`src/rtl/led_cfg_pkg.sv`:
```
package led_cfg_pkg;

  // Register byte addresses on the APB port
  localparam logic [7:0] OFS_FIRST_HI  = 8'h00; // First word bits 47..32
  localparam logic [7:0] OFS_SECOND_LO = 8'h04; // Second word bits 31..0
  localparam logic [7:0] OFS_SECOND_HI = 8'h08; // Second word bits 47..32
  localparam logic [7:0] OFS_PANEL_ST  = 8'h0C; // Decoded panel layout, read only

  // First word: only bits 47..40 live in this block
  localparam int FIRST_LSB    = 40;
  localparam int GRN_TOL_BIT  = 40;
  localparam int BLU_TOL_BIT  = 41;
  localparam int SUBP_CAP_BIT = 42;
  localparam int PANEL_LSB    = 43;
  localparam int PANEL_W      = 3;
  localparam int PSAVE_BIT    = 47;
  localparam logic [7:0]  FIRST_RST  = 8'h3B;
  localparam logic [47:0] SECOND_RST = 48'h003B_7F7F_7F00;

  // Second word field positions and widths
  localparam int RED_OPEN_LSB  = 0;
  localparam int GRN_OPEN_LSB  = 2;
  localparam int BLU_OPEN_LSB  = 4;
  localparam int OPEN_W        = 2;
  localparam int READBACK_BIT  = 7;
  localparam int RED_LVL_LSB   = 8;
  localparam int GRN_LVL_LSB   = 16;
  localparam int BLU_LVL_LSB   = 24;
  localparam int LVL_W         = 8;
  localparam int GLOBAL_LSB    = 32;
  localparam int GLOBAL_W      = 3;
  localparam int REMOVAL_LSB   = 35;
  localparam int REMOVAL_W     = 4;
  localparam int RED_SHORT_LSB = 39;
  localparam int GRN_SHORT_LSB = 42;
  localparam int BLU_SHORT_LSB = 45;
  localparam int SHORT_W       = 3;

  // Subperiod ceiling while the cap is on
  localparam logic [8:0] SUBP_CAP = 9'h100;

  // Panel arrangement codes, in code order 000b..111b
  typedef enum logic [2:0] {
    PANEL_16, PANEL_32, PANEL_48_123, PANEL_48_132,
    PANEL_4864_123, PANEL_4864_132, PANEL_64_1234, PANEL_64_1423
  } panel_e;

  // Decoded panel layout; order holds 0-based device index per scan slot
  typedef struct packed {
    logic [6:0] cols;
    logic [6:0] rows;
    logic [2:0] devices;
    logic [3:0] rev;
    logic [7:0] order;
  } panel_s;

  localparam panel_s PANEL_RST = '{7'h40, 7'h40, 3'h4, 4'hC, 8'h9C};

endpackage : led_cfg_pkg

```
`src/rtl/word_if.sv`:
```
`timescale 1ns/1ns
// Write port and stored value of one configuration word
interface word_if #(parameter int W = 8) ();
  logic         we; // Commit strobe
  logic [W-1:0] wd; // Full next word
  logic [W-1:0] q;  // Stored word
  modport ctl   (output we, wd, input q);
  modport store (input we, wd, output q);
endinterface : word_if

```
`src/rtl/cfg_store.sv`:
```
`timescale 1ns/1ns
// One read-write configuration word with its reset value
module cfg_store #(
  parameter int           W   = 8,
  parameter logic [W-1:0] RST = '0
) (
  // Clock and reset
  input logic   pclk,
  input logic   presetn,
  // Word port
  word_if.store w
);

  logic [W-1:0] d; // Next stored value

  // Hold unless a write commits
  always_comb begin
    d = w.we ? w.wd : w.q;
  end

  // Storage
  always_ff @(posedge pclk or negedge presetn) begin
    if (!presetn) begin
      w.q <= RST;
    end else begin
      w.q <= d;
    end
  end

endmodule : cfg_store

```
`src/rtl/panel_decode.sv`:
```
`timescale 1ns/1ns
// Turns the arrangement code into device count, reversal and scan order
module panel_decode
  import led_cfg_pkg::*;
(
  // Clock and reset
  input  logic       pclk,
  input  logic       presetn,
  // Arrangement code in, layout out (registered)
  input  logic [2:0] code,
  output panel_s     layout_q
);

  panel_s layout_d; // Decoded layout

  // One entry per code; order slots run D1 first
  always_comb begin
    case (panel_e'(code))
      PANEL_16:       layout_d = '{7'h10, 7'h10, 3'h1, 4'h0, 8'h00};
      PANEL_32:       layout_d = '{7'h20, 7'h20, 3'h2, 4'h0, 8'h04};
      PANEL_48_123:   layout_d = '{7'h30, 7'h30, 3'h3, 4'h4, 8'h24};
      PANEL_48_132:   layout_d = '{7'h30, 7'h30, 3'h3, 4'h4, 8'h18};
      PANEL_4864_123: layout_d = '{7'h30, 7'h40, 3'h4, 4'hC, 8'h24};
      PANEL_4864_132: layout_d = '{7'h30, 7'h40, 3'h4, 4'hC, 8'h18};
      // Ambiguous listing; plain 1-2-3-4 order taken
      PANEL_64_1234:  layout_d = '{7'h40, 7'h40, 3'h4, 4'hC, 8'hE4};
      default:        layout_d = '{7'h40, 7'h40, 3'h4, 4'hC, 8'h9C};
    endcase
  end

  // Registered so every top output comes from a flop
  always_ff @(posedge pclk or negedge presetn) begin
    if (!presetn) begin
      layout_q <= PANEL_RST;
    end else begin
      layout_q <= layout_d;
    end
  end

endmodule : panel_decode

```
`src/rtl/led_driver_display_config_regs.sv`:
```
// Design decisions made here: the register offsets and the APB register port.
`timescale 1ns/1ns
// Notes on behaviour
// - Bit 41 blue tolerance, 1 low, resets 1
// - Bit 42 caps subperiod count at 256
// - Bits 45-43 arrangement; 000 16x16, 001 32x32
// - Code 010 48x48 D3 reversed, order 1-2-3
// - Codes 100/101 48x64, orders 1-2-3 / 1-3-2
// - Codes 110/111 64x64; 111 order 1-4-2-3
// - Bit 47 power save enable, resets 0
// - Open thresholds at bits 1-0, 3-2, 5-4
// - Bit 7 enables fault result readback
// - Colour levels 15-8, 23-16, 31-24, reset 127
// - Global level bits 34-32, reset 3
// - Short removal level is code plus one
// - Short thresholds at 41-39, 44-42, 47-45
// - Bit 40 green tolerance, 1 low, resets 1
module led_driver_display_config_regs
  import led_cfg_pkg::*;
(
  // Clock and reset
  input  logic        pclk,
  input  logic        presetn,
  // APB slave
  input  logic        psel,
  input  logic        penable,
  input  logic        pwrite,
  input  logic [7:0]  paddr,
  input  logic [31:0] pwdata,
  output logic [31:0] prdata,
  output logic        pready,
  output logic        pslverr,
  // First word controls
  output logic        blue_group_noise_tolerance,
  output logic        green_group_noise_tolerance,
  output logic        subperiod_cap_enable,
  output logic [8:0]  subperiod_limit,
  output logic [2:0]  panel_arrangement_select,
  output logic        matrix_power_save_enable,
  // Decoded panel layout
  output logic [6:0]  panel_cols,
  output logic [6:0]  panel_rows,
  output logic [2:0]  panel_devices,
  output logic [3:0]  panel_reversed,
  output logic [7:0]  panel_scan_order,
  // Second word controls
  output logic [1:0]  red_open_threshold,
  output logic [1:0]  green_open_threshold,
  output logic [1:0]  blue_open_threshold,
  output logic        fault_result_readback_enable,
  output logic [7:0]  red_colour_level,
  output logic [7:0]  green_colour_level,
  output logic [7:0]  blue_colour_level,
  output logic [2:0]  global_level,
  output logic [4:0]  short_removal_level,
  output logic [2:0]  red_short_threshold,
  output logic [2:0]  green_short_threshold,
  output logic [2:0]  blue_short_threshold
);

  // Stored words
  word_if #(.W(8))  first_w ();  // Bits 47..40 of the first word
  word_if #(.W(48)) second_w (); // Whole second word

  panel_s      layout_q;   // Decoded arrangement
  logic        pready_q;   // Answer strobe
  logic        pready_d;
  logic [31:0] prdata_q;   // Read data, valid with pready
  logic [31:0] prdata_d;
  logic        pslverr_q;  // Unmapped address flag
  logic        pslverr_d;
  logic [8:0]  subp_q;     // Registered subperiod ceiling
  logic [8:0]  subp_d;
  logic [4:0]  removal_q;  // Registered short removal level
  logic [4:0]  removal_d;
  logic        acc_first;  // First access cycle of a transfer
  logic        wr_go;      // Write commits at this edge
  logic        sel_first;  // Address decode
  logic        sel_lo;
  logic        sel_hi;
  logic        sel_st;
  logic        hit;
  logic [31:0] rd_mux;     // Read data before registering

  // Reset level follows the stored reset code, plus one
  localparam logic [4:0] REMOVAL_RST = {1'b0, SECOND_RST[REMOVAL_LSB +: REMOVAL_W]} + 5'h01;

  // Address decode, priority chain
  always_comb begin
    sel_first = 1'b0;
    sel_lo    = 1'b0;
    sel_hi    = 1'b0;
    sel_st    = 1'b0;
    if (paddr == OFS_FIRST_HI) begin
      sel_first = 1'b1;
    end else if (paddr == OFS_SECOND_LO) begin
      sel_lo = 1'b1;
    end else if (paddr == OFS_SECOND_HI) begin
      sel_hi = 1'b1;
    end else if (paddr == OFS_PANEL_ST) begin
      sel_st = 1'b1;
    end
    hit = sel_first | sel_lo | sel_hi | sel_st;
  end

  // Read mux; lower fields of the first word belong elsewhere, read zero
  always_comb begin
    rd_mux = 32'h0000_0000;
    if (sel_first) begin
      rd_mux = {16'h0000, first_w.q, 8'h00};
    end else if (sel_lo) begin
      rd_mux = second_w.q[31:0];
    end else if (sel_hi) begin
      rd_mux = {16'h0000, second_w.q[47:32]};
    end else if (sel_st) begin
      rd_mux = {3'h0, layout_q};
    end
  end

  // One wait state: pready rises on the second access cycle, so read data
  // is taken from a flop and the write lands on the pready edge only.
  assign acc_first = psel && penable && !pready_q;
  assign wr_go     = psel && penable && pwrite && pready_q;

  // First word write path; reserved bit 46 is stored as written
  assign first_w.we = wr_go && sel_first;
  assign first_w.wd = pwdata[15:8];

  // Second word write path; each half merges with the other half held
  assign second_w.we = wr_go && (sel_lo || sel_hi);
  assign second_w.wd = sel_lo ? {second_w.q[47:32], pwdata}
                              : {pwdata[15:0], second_w.q[31:0]};

  // Storage for both words
  cfg_store #(.W(8), .RST(FIRST_RST)) first_store (
    .pclk    (pclk),
    .presetn (presetn),
    .w       (first_w)
  );

  cfg_store #(.W(48), .RST(SECOND_RST)) second_store (
    .pclk    (pclk),
    .presetn (presetn),
    .w       (second_w)
  );

  // Arrangement decoder
  panel_decode layout_dec (
    .pclk     (pclk),
    .presetn  (presetn),
    .code     (first_w.q[PANEL_LSB-FIRST_LSB +: PANEL_W]),
    .layout_q (layout_q)
  );

  // Bus answer and subperiod ceiling, next values
  always_comb begin
    pready_d  = acc_first;
    prdata_d  = 32'h0000_0000;
    pslverr_d = 1'b0;
    if (acc_first) begin
      // Writes return zero data; errors only for unmapped addresses
      prdata_d  = pwrite ? 32'h0000_0000 : rd_mux;
      pslverr_d = !hit;
    end
    // Zero means no ceiling
    if (first_w.q[SUBP_CAP_BIT-FIRST_LSB]) begin
      subp_d = SUBP_CAP;
    end else begin
      subp_d = 9'h000;
    end
    // Level kept in its own flop so the port is registered, not an adder
    removal_d = removal_q;
    if (second_w.we) begin
      removal_d = {1'b0, second_w.wd[REMOVAL_LSB +: REMOVAL_W]} + 5'h01;
    end
  end

  // Bus answer and subperiod ceiling, registers
  always_ff @(posedge pclk or negedge presetn) begin
    if (!presetn) begin
      pready_q  <= 1'b0;
      prdata_q  <= 32'h0000_0000;
      pslverr_q <= 1'b0;
      subp_q    <= 9'h000;
      removal_q <= REMOVAL_RST;
    end else begin
      pready_q  <= pready_d;
      prdata_q  <= prdata_d;
      pslverr_q <= pslverr_d;
      subp_q    <= subp_d;
      removal_q <= removal_d;
    end
  end

  // Bus outputs
  assign prdata  = prdata_q;
  assign pready  = pready_q;
  assign pslverr = pslverr_q;

  // First word controls; all but the subperiod limit straight from storage
  assign green_group_noise_tolerance = first_w.q[GRN_TOL_BIT-FIRST_LSB];
  assign blue_group_noise_tolerance  = first_w.q[BLU_TOL_BIT-FIRST_LSB];
  assign subperiod_cap_enable        = first_w.q[SUBP_CAP_BIT-FIRST_LSB];
  assign subperiod_limit             = subp_q;
  assign panel_arrangement_select    = first_w.q[PANEL_LSB-FIRST_LSB +: PANEL_W];
  assign matrix_power_save_enable    = first_w.q[PSAVE_BIT-FIRST_LSB];

  // Decoded layout
  assign panel_cols       = layout_q.cols;
  assign panel_rows       = layout_q.rows;
  assign panel_devices    = layout_q.devices;
  assign panel_reversed   = layout_q.rev;
  assign panel_scan_order = layout_q.order;

  // Second word controls
  assign red_open_threshold   = second_w.q[RED_OPEN_LSB +: OPEN_W];
  assign green_open_threshold = second_w.q[GRN_OPEN_LSB +: OPEN_W];
  assign blue_open_threshold  = second_w.q[BLU_OPEN_LSB +: OPEN_W];
  assign fault_result_readback_enable = second_w.q[READBACK_BIT];
  assign red_colour_level     = second_w.q[RED_LVL_LSB +: LVL_W];
  assign green_colour_level   = second_w.q[GRN_LVL_LSB +: LVL_W];
  assign blue_colour_level    = second_w.q[BLU_LVL_LSB +: LVL_W];
  assign global_level         = second_w.q[GLOBAL_LSB +: GLOBAL_W];
  // Code 0 means level 1; the sum is formed on the write path
  assign short_removal_level  = removal_q;
  assign red_short_threshold   = second_w.q[RED_SHORT_LSB +: SHORT_W];
  assign green_short_threshold = second_w.q[GRN_SHORT_LSB +: SHORT_W];
  assign blue_short_threshold  = second_w.q[BLU_SHORT_LSB +: SHORT_W];
endmodule : led_driver_display_config_regs

```
`config.mk`:
```
export PLATFORM = sky130hd
export DESIGN_NAME = led_driver_display_config_regs
export DESIGN_NICKNAME = d
export VERILOG_FILES = /design/src/rtl/led_cfg_pkg.sv /design/src/rtl/word_if.sv /design/src/rtl/cfg_store.sv /design/src/rtl/panel_decode.sv /design/src/rtl/led_driver_display_config_regs.sv
export SDC_FILE = /design/constraint.sdc
export NUM_CORES = 1
export LEC_CHECK = 0
export BUFFER_PORTS_ARGS = -buffer_cell sky130_fd_sc_hd__buf_2
export CORE_UTILIZATION = 50
export DETAILED_ROUTE_END_ITERATION = 6
export GPL_TIMING_DRIVEN = 0
export PLACE_DENSITY_LB_ADDON = 0.08
export SETUP_SLACK_MARGIN = 0.3
export SLEW_MARGIN = 10
export SYNTH_ARGS = -nofsm -noshare
export SYNTH_HDL_FRONTEND = slang
export SYNTH_SLANG_ARGS = --single-unit
```
`constraint.sdc`:
```
create_clock -name pclk -period 2.4 [get_ports pclk]
set_clock_uncertainty 0.15 [all_clocks]
set_input_delay 0.6 -clock pclk [delete_from_list [all_inputs] [get_ports pclk]]
set_output_delay 0.6 -clock pclk [all_outputs]
set_load 0.01 [all_outputs]
```
# Word-level counts from Yosys, hierarchy flattened
# Cells that the tools add are included.
# word_totals
input_bits	45
register_bits	133
out_inout_bits	127
wordCells	61
# classes
add_sub_neg	1
n_mux	20
n_reduce_logical	13
bitwise	4
eq_ne	9
# ops
operator	count
$pmux 29 s7	1
$mux 32	4
$mux 29	2
$mux 39	1
$eq 8x4->1 const B	2
$mux 1	11
$eq 3x3->1 const B	3
$mux 9	1
$eq 8x3->1 const B	1
$logic_not 8->1	1
$eq 3x2->1 const B	2
$logic_and 1x1->1	6
$add 4x1->5 const B	1
$reduce_and 2->1	2
$eq 3x1->1 const B	1
$logic_not 3->1	1
$or 1x1->1	3
$logic_not 1->1	2
$logic_or 1x1->1	1
$not 1->1	1

# Longest topological paths before layout
# Gate-level depths: netlist of run 1.
# depth
depth_word	11
ltp_mapped	8
ltp_nobuf	6

# Hierarchy
# From an unflattened synthesis of run 1, not the netlist that was laid out.
# hier_totals
hier_cells	493
hier_area_um2	5276.3
# modules_own_cells
module	seq_area_each_um2	cells_each	n_inst	area_each_um2
led_driver_display_config_regs	1002.2	329	1	2543.7
cfg_store at second_store	1233.7	101	1	1893.1
panel_decode	281.5	46	1	501.7
cfg_store at first_store	206.4	17	1	337.8

# Worst setup path after synthesis of run 1
# OpenSTA, ideal clock, no wires.
# synth_timing
path_kind	in2reg
startpoint	input paddr[1]
endpoint	register first_store.w.q[2]
n_path_buf	0
t_arrival_ns	2.222
setup_ns	0.125
path_stages	4
required_time_ns	2.125
slack_ns	-0.097
path_cell_list	or4_4 or3_1 nor3_4 mux2_2
# synth_between
elab_chain_len	3
# synth_rtl
item	line	source
from (decl)	led_driver_display_config_regs.sv:28	input logic [7:0] paddr,
$logic_not 8->1	led_driver_display_config_regs.sv:94	if (paddr == OFS_FIRST_HI) begin
$mux 1	led_driver_display_config_regs.sv:94	
$logic_and 1x1->1	led_driver_display_config_regs.sv:126	assign first_w.we = wr_go && sel_first;
to (signal assigned)	cfg_store.sv:24	w.q <= RST;
to (signal assigned)	cfg_store.sv:26	w.q <= d;
to (decl)	word_if.sv:8	modport store (input we, wd, output q);
# No other way between the ends.
# A chain may end at the register's enable or synchronous reset.

# Final worst setup path of run 1
# layout_timing
startpoint	input paddr[0]
endpoint	register prdata_q[21], in the netlist prdata[21]
# layout_between
elab_chain_len	11
word_cells_on_any_way	20
classes_between	3 x eq/ne; 16 x mux; 1 x reduce/logical
# layout_rtl
item	line	source
$eq 8x4->1	led_driver_display_config_regs.sv:100	end else if (paddr == OFS_PANEL_ST) begin
$mux 1	led_driver_display_config_regs.sv:100	
$mux 1	led_driver_display_config_regs.sv:98	end else if (paddr == OFS_SECOND_HI) begin
$mux 1	led_driver_display_config_regs.sv:96	end else if (paddr == OFS_SECOND_LO) begin
$mux 1	led_driver_display_config_regs.sv:94	
$mux 29	led_driver_display_config_regs.sv:115	end else if (sel_st) begin
$mux 29	led_driver_display_config_regs.sv:113	end else if (sel_hi) begin
$mux 32	led_driver_display_config_regs.sv:111	end else if (sel_lo) begin
$mux 32 *	led_driver_display_config_regs.sv:109	if (sel_first) begin
$mux 32 *	led_driver_display_config_regs.sv:162	prdata_d = pwrite ? 32'h0000_0000 : rd_mux;
$mux 32 *	led_driver_display_config_regs.sv:160	if (acc_first) begin
net prdata_d[21]	led_driver_display_config_regs.sv:69	logic [31:0] prdata_d;
to (signal assigned)	led_driver_display_config_regs.sv:188	prdata_q <= prdata_d;
to (decl)	led_driver_display_config_regs.sv:68	logic [31:0] prdata_q;
# Mark *: on every way through the listed nets, which the timed path passes. The rest lies on a longest branch.

==> metrics.cfg, run 1 <==
[layout]
final_cell_mix=buf_2, buf_4, dfrtp_1, mux2_2, dfstp_2
final_common_cell=buf_2
layout-drive-gt1-share_pct=63.0
design_area_mm2=0.00655
layout.nets=647
fin_cells=735
antenna_cells=0
synthToLayoutAreaGrowth_pct=34.3

[critical_path]
cp_cell_sequence=buf_8 -> or4_4 -> or4_4 -> buf_12 -> or2_1 -> buf_6 -> nor2_2
r2r_cells=6
critPathSlowestCell=or4_4
crit_top_cell=or4_4
reg2reg_from=pready$_DFF_PN0_
slowest_delay_ns=0.57
arrival_ns=2.39
r2r_slack_ns=0.41
worstPathMaxFanout=10
cp.required_ns=2.55
start_kind=primary input
crit_type=primary input to register
worst_setup_path_end_kind=register
r2r_end=prdata[21]$_DFF_PN0_

[outcome]
status=finished, final reports clean

[sta]
finalHoldViolations=0
worst_slew_pin_slew_ns=0.800
holdWs_ns=0.306
rsz0062_at_grt=yes
fin_setup_tns_ns=0
min_period_ns=2.24
period_share_pct=93.2
clock.fmax_ghz=0.447
slew_headroom_pct=46.7
setup_viol=0
slew_viol_final=0

[clock_network]
cts_tree=done
cts.clk_slew.worst_paths_ns=0.10
cts_max_path_buffers=2
root_buffer=clkbuf_8
clock-sinks=107
insertion_delay_ns=0.37
numCtsBuffers=9
htree_num_levels=3

[logic_synthesis]
synth_edf_count=0
yosysWarnings=0
synth-seq-cells=107
yosys_most_used_dff=dfrtp_1
syn-cell-area_mm2=0.00488
synth_cell_type_count=41
avgSynthCellArea_um2=12.2
synthCells=400
async_flop_share_pct=100
synth_seq_area_share_pct=55.8

[grt]
grt_pass1_wl_mm=17.1
grt.total_usage_pct=22.7
antenna_found_initial=0
grt_max_degree=73
overflow=0
first_global_vias=3381

[power_and_ir_drop]
power.internal_uw=2510
p_leak_uw=0.00354
ir_drop_uv=257
power_frac_seq_pct=55.8
swShare_pct=22.9
power_uw=3260
combPwrFrac_pct=7.3
power.density_mw_per_mm2=498
power_frac_clock_pct=36.9
p_sw_uw=748

[routing]
drc=0
first_pass_iters=4
route.vias.total=3528
viasPerCell=4.80
detail_route.wl_per_cell_um=15.3
topRoutingLayerUsed=met4
wl_met2_mm=5.64
wl_mm=11.3
dr.first_iter.drc_count=95
antenna_left=0
wl_met3_um=514
wl_met1_mm=4.92

[floorplan]
fp-row-count=35
die_area_mm2=0.0102
die_h_um=101
initial_core_util_pct=52.3
io_pins=172
die_x_um=101
core_mm2=0.00933

[place]
dpl-instance-area_mm2=0.00602
place_inst=699
gp_congestion=0.776
dpl.hpwl_mm=7.93
io_buffer_count=150

[worst_hold_path]
whs_path_depth=0
hold_start=first_store.w.q[2]$_DFFE_PN0P_
min_to=subperiod_limit[8]$_DFF_PN0_
hold_class=register to register

[flow_run]
cap_viol_max_count=0

worst max-delay path by stage:
stage	endpoint	startpoint	slack, ns
3_3_place_gp	subperiod_limit[8]$_DFF_PN0_	presetn	-0.58
2_1_floorplan	first_store.w.q[2]$_DFFE_PN0P_	paddr[1]	-0.07
4_1_cts	prdata[27]$_DFF_PN0_	paddr[6]	0.17
3_5_place_dp	second_store.w.q[35]$_DFFE_PN1N_	paddr[1]	-0.51
5_1_grt	prdata[13]$_DFF_PN0_	paddr[0]	0.14
6_report	prdata[21]$_DFF_PN0_	paddr[0]	0.16
synth_stat cells, drive strengths merged, types with 6 or more instances:
cell type / instances / area (µm²)
dfrtp: 70 / 1750
mux2i: 17 / 170
a21oi: 10 / 50.1
nor2b: 6 / 37.5
and2: 12 / 75.1
mux2: 58 / 653
nand2: 8 / 30.0
o21ai: 6 / 30.0
dfstp: 37 / 972
buf: 82 / 586
a2111oi: 6 / 52.6
nor2: 40 / 150
sequential cells by signal, summed over array words and instances, names as in the netlist:
| name | cells |
|---|---|
| first_store.w.q | 8 |
| layout_dec.layout_q | 11 |
| prdata | 32 |
| pready | 1 |
| pslverr | 1 |
| second_store.w.q | 48 |
| short_removal_level | 5 |
| subperiod_limit | 1 |
layout make-up:
cell class	instances	area, µm²
fill	743	2780
sequential	107	2720
multi-input combinational	222	1820
timing repair buffer	170	966
buffer	86	647
tap	129	161
clock buffer	11	131
clock inverter	5	86.3
inverter	5	18.8
through the flow:
stage	setup slack [ns]	util (%)
after floorplan	-0.0711	-
after global placement	-0.575	64.1
after detailed placement	-0.512	64.5
after CTS	0.166	68.2
after global routing	0.136	70.2
final	0.163	70.2
routing by layer:
| metal | global-route usage (%) | vias to the layer above |
|---|---|---|
| met5 | 0 | - |
| met4 | 8.92 | 0 |
| met3 | 3.40 | 13 |
| met2 | 38.2 | 112 |
| met1 | 29.6 | 1729 |
| li1 | - | 1674 |
power by group through the flow:
stage          sequential, µW  clock [µW]  combinational [µW]
6_report                 1820        1200                 239
5_1_grt                  1820        1320                 264
4_1_cts                  1820        1230                 229
3_5_place_dp             1850           0                 220
3_3_place_gp             1850           0                 210
2_1_floorplan            1850           0                 105
logic make-up after synthesis:
| kind of cell | share of synthesized area (%) |
|---|---|
| compound gates | 4.72 |
| xor+xnor | 0.359 |
| fa+ha+maj | 0.256 |
| buf+inv | 12.7 |
| flops | 55.8 |
| mux | 16.9 |
| other cells | 0.0768 |
| simple gates | 9.21 |
worst max-delay path, delay by kind of cell:
family / cells / cell delay, ns
buffers and inverters: 3 / 0.40
AND/OR/NAND/NOR: 4 / 1.38
repair_timing:
action / CTS / global route
hold buffers: 1 / 0
endpoints found under the setup margin: 82 / 75
endpoints found under the hold margin: 26 / 0
resized for setup: 18 / 25
gates cloned: 0 / 1
buffers inserted: 5 / 13
pin swaps: 5 / 9
No activity file was read; power rests on OpenSTA's default activity.
==> inputs of run 2 (changes only) <==
SETUP_SLACK_MARGIN = 0.2   (was 0.3)
==> metrics.cfg, run 2 (synthesis gave the netlist of run 1 again) <==
[sta]
rsz0062_at_grt=yes  ; unchanged
slew_headroom_pct=41.4  ; was 46.7%
finalHoldViolations=0  ; unchanged
slew_viol_final=0  ; unchanged
setup_viol=0  ; unchanged
min_period_ns=2.27  ; was 2.24 ns
clock.fmax_ghz=0.440  ; was 0.447 GHz
worst_slew_pin_slew_ns=0.879  ; was 0.800 ns
period_share_pct=94.7  ; was 93.2%

[routing]
drc=0  ; unchanged
antenna_left=0  ; unchanged
dr.first_iter.drc_count=99  ; was 95
wl_mm=11.3  ; about the same
detail_route.wl_per_cell_um=15.5  ; was 15.3 µm
route.vias.total=3494  ; was 3528
first_pass_iters=4  ; unchanged
viasPerCell=4.81  ; was 4.80

[layout]
layout-drive-gt1-share_pct=62.5  ; was 63.0%
final_common_cell=buf_2  ; unchanged
layout.nets=639  ; was 647
synthToLayoutAreaGrowth_pct=33.1  ; was 34.3%
design_area_mm2=0.00650  ; was 0.00655 mm²
final_cell_mix=buf_2, buf_4, dfrtp_1, mux2_2, dfstp_2  ; unchanged
antenna_cells=0  ; unchanged
fin_cells=727  ; was 735
largest_reg_flops=48  ; unchanged
regMostFlops=second_store.w.q  ; unchanged

[critical_path]
start_kind=primary input  ; unchanged
arrival_ns=2.41  ; was 2.39 ns
cp.required_ns=2.54  ; was 2.55 ns
worstPathMaxFanout=10  ; unchanged
worst_setup_path_end_kind=register  ; unchanged
crit_type=primary input to register  ; unchanged

[floorplan]
die_area_mm2=0.0102  ; unchanged
initial_core_util_pct=52.3  ; unchanged
die_h_um=101  ; unchanged
core_mm2=0.00933  ; unchanged
fp-row-count=35  ; unchanged
io_pins=172  ; unchanged
die_x_um=101  ; unchanged

[grt]
overflow=0  ; unchanged
first_global_vias=3460  ; was 3381
grt.total_usage_pct=23.3  ; was 22.7%
grt_max_degree=92  ; was 73
antenna_found_initial=0  ; unchanged
grt_pass1_wl_mm=17.7  ; was 17.1 mm

[worst_hold_path]
hold_class=primary input to register  ; was register to register

[clock_network]
clock-sinks=107  ; unchanged
root_buffer=clkbuf_8  ; unchanged
numCtsBuffers=9  ; unchanged
cts_tree=done  ; unchanged
cts.clk_slew.worst_paths_ns=0.11  ; was 0.10 ns
insertion_delay_ns=0.38  ; was 0.37 ns
htree_num_levels=3  ; unchanged
cts_max_path_buffers=2  ; unchanged

[place]
io_buffer_count=150  ; unchanged
dpl.hpwl_mm=7.93  ; about the same
dpl-instance-area_mm2=0.00602  ; unchanged
gp_congestion=0.783  ; was 0.776
place_inst=699  ; unchanged

[flow_run]
cap_viol_max_count=0  ; unchanged

[outcome]
status=finished, final reports clean  ; unchanged

[power_and_ir_drop]
power.density_mw_per_mm2=510  ; was 498 mW/mm²
p_leak_uw=0.00353  ; was 0.00354 µW
ir_drop_uv=286  ; was 257 µV

==> run 2: cell count changes in the layout (fill, tap and decap cells not counted), moves of 2 or more <==
cell	change
a2111oi_0	+2
a2111oi_2	-2
buf_2	+2
buf_4	-8
clkbuf_1	-2
mux2_2	+3
mux2_4	-3
nor2_1	-2
==> run 2: area by class of cell <==
class | count | area, µm²
fillers | 730 | 2830
flip-flops and latches | 107 | 2720
multi-input cells | 221 | 1780
repair buffers | 163 | 931
plain buffers | 86 | 646
well taps | 129 | 161
clock buffers | 10 | 138
clock inverters | 6 | 95.1
inverters | 5 | 18.8
==> run 2: routing by layer <==
metal | share of wire [%] | GRT usage [%]
met3 | 5.5 | 4.92
met2 | 49 | 37.7
met5 | 0 | 0
met1 | 44 | 31.4
met4 | 1.7 | 7.58
==> run 2: worst max-delay path: stages <==
cell and delay [ns]:
buf_8 0.10, or4_4 0.57, or4_4 0.54, bufbuf_16 0.30, buf_8 0.15, a211oi_2 0.15
==> run 2: path summary, 6_finish.rpt <==
kind | start | endpoint | slack, ns | depth (start not counted)
worst max-delay path | paddr[6] | prdata[3]$_DFF_PN0_ | 0.13 | 6
worst min-delay path | pwdata[29] | second_store.w.q[29]$_DFFE_PN1P_ | 0.29 | 2
worst max register to register | pready$_DFF_PN0_ | prdata[3]$_DFF_PN0_ | 0.36 | 5
worst min register to register | first_store.w.q[2]$_DFFE_PN0P_ | subperiod_limit[8]$_DFF_PN0_ | 0.31 | 0
max in group asynchronous | presetn | second_store.w.q[37]$_DFFE_PN1N_ | 0.95 | 3
min in group asynchronous | presetn | prdata[29]$_DFF_PN0_ | 0.45 | 2
==> run 2: repair_timing <==
action,4_1_cts,5_1_grt
resized for setup,18,12
setup endpoints to repair,50,28
pin swaps,7,2
cloned,1,0
hold endpoints to repair,10,0
hold buffers,1,0
buffers inserted,5,5
==> run 2: power breakdown <==
part	total (µW)	internal, µW	switching [µW]
logic	230	97.3	132
registers	1820	1810	4.98
clock network	1270	627	638
==> run 2: per-stage QoR <==
step | worst slack [ns] | power (µW) | TNS, ns | util [%] | hold slack [ns]
4_1_cts | 0.139 | 3340 | 0 | 68.7 | 0.292
6_report | 0.127 | 3310 | 0 | 69.6 | 0.289
3_5_place_dp | -0.450 | 2070 | -20.22 | 64.5 | 0.268
2_1_floorplan | -0.0711 | 1960 | -0.787 | - | 0.154
5_1_grt | 0.113 | 3440 | 0 | 69.6 | 0.278
3_3_place_gp | -0.563 | 2060 | -59.48 | 64.1 | 0.260
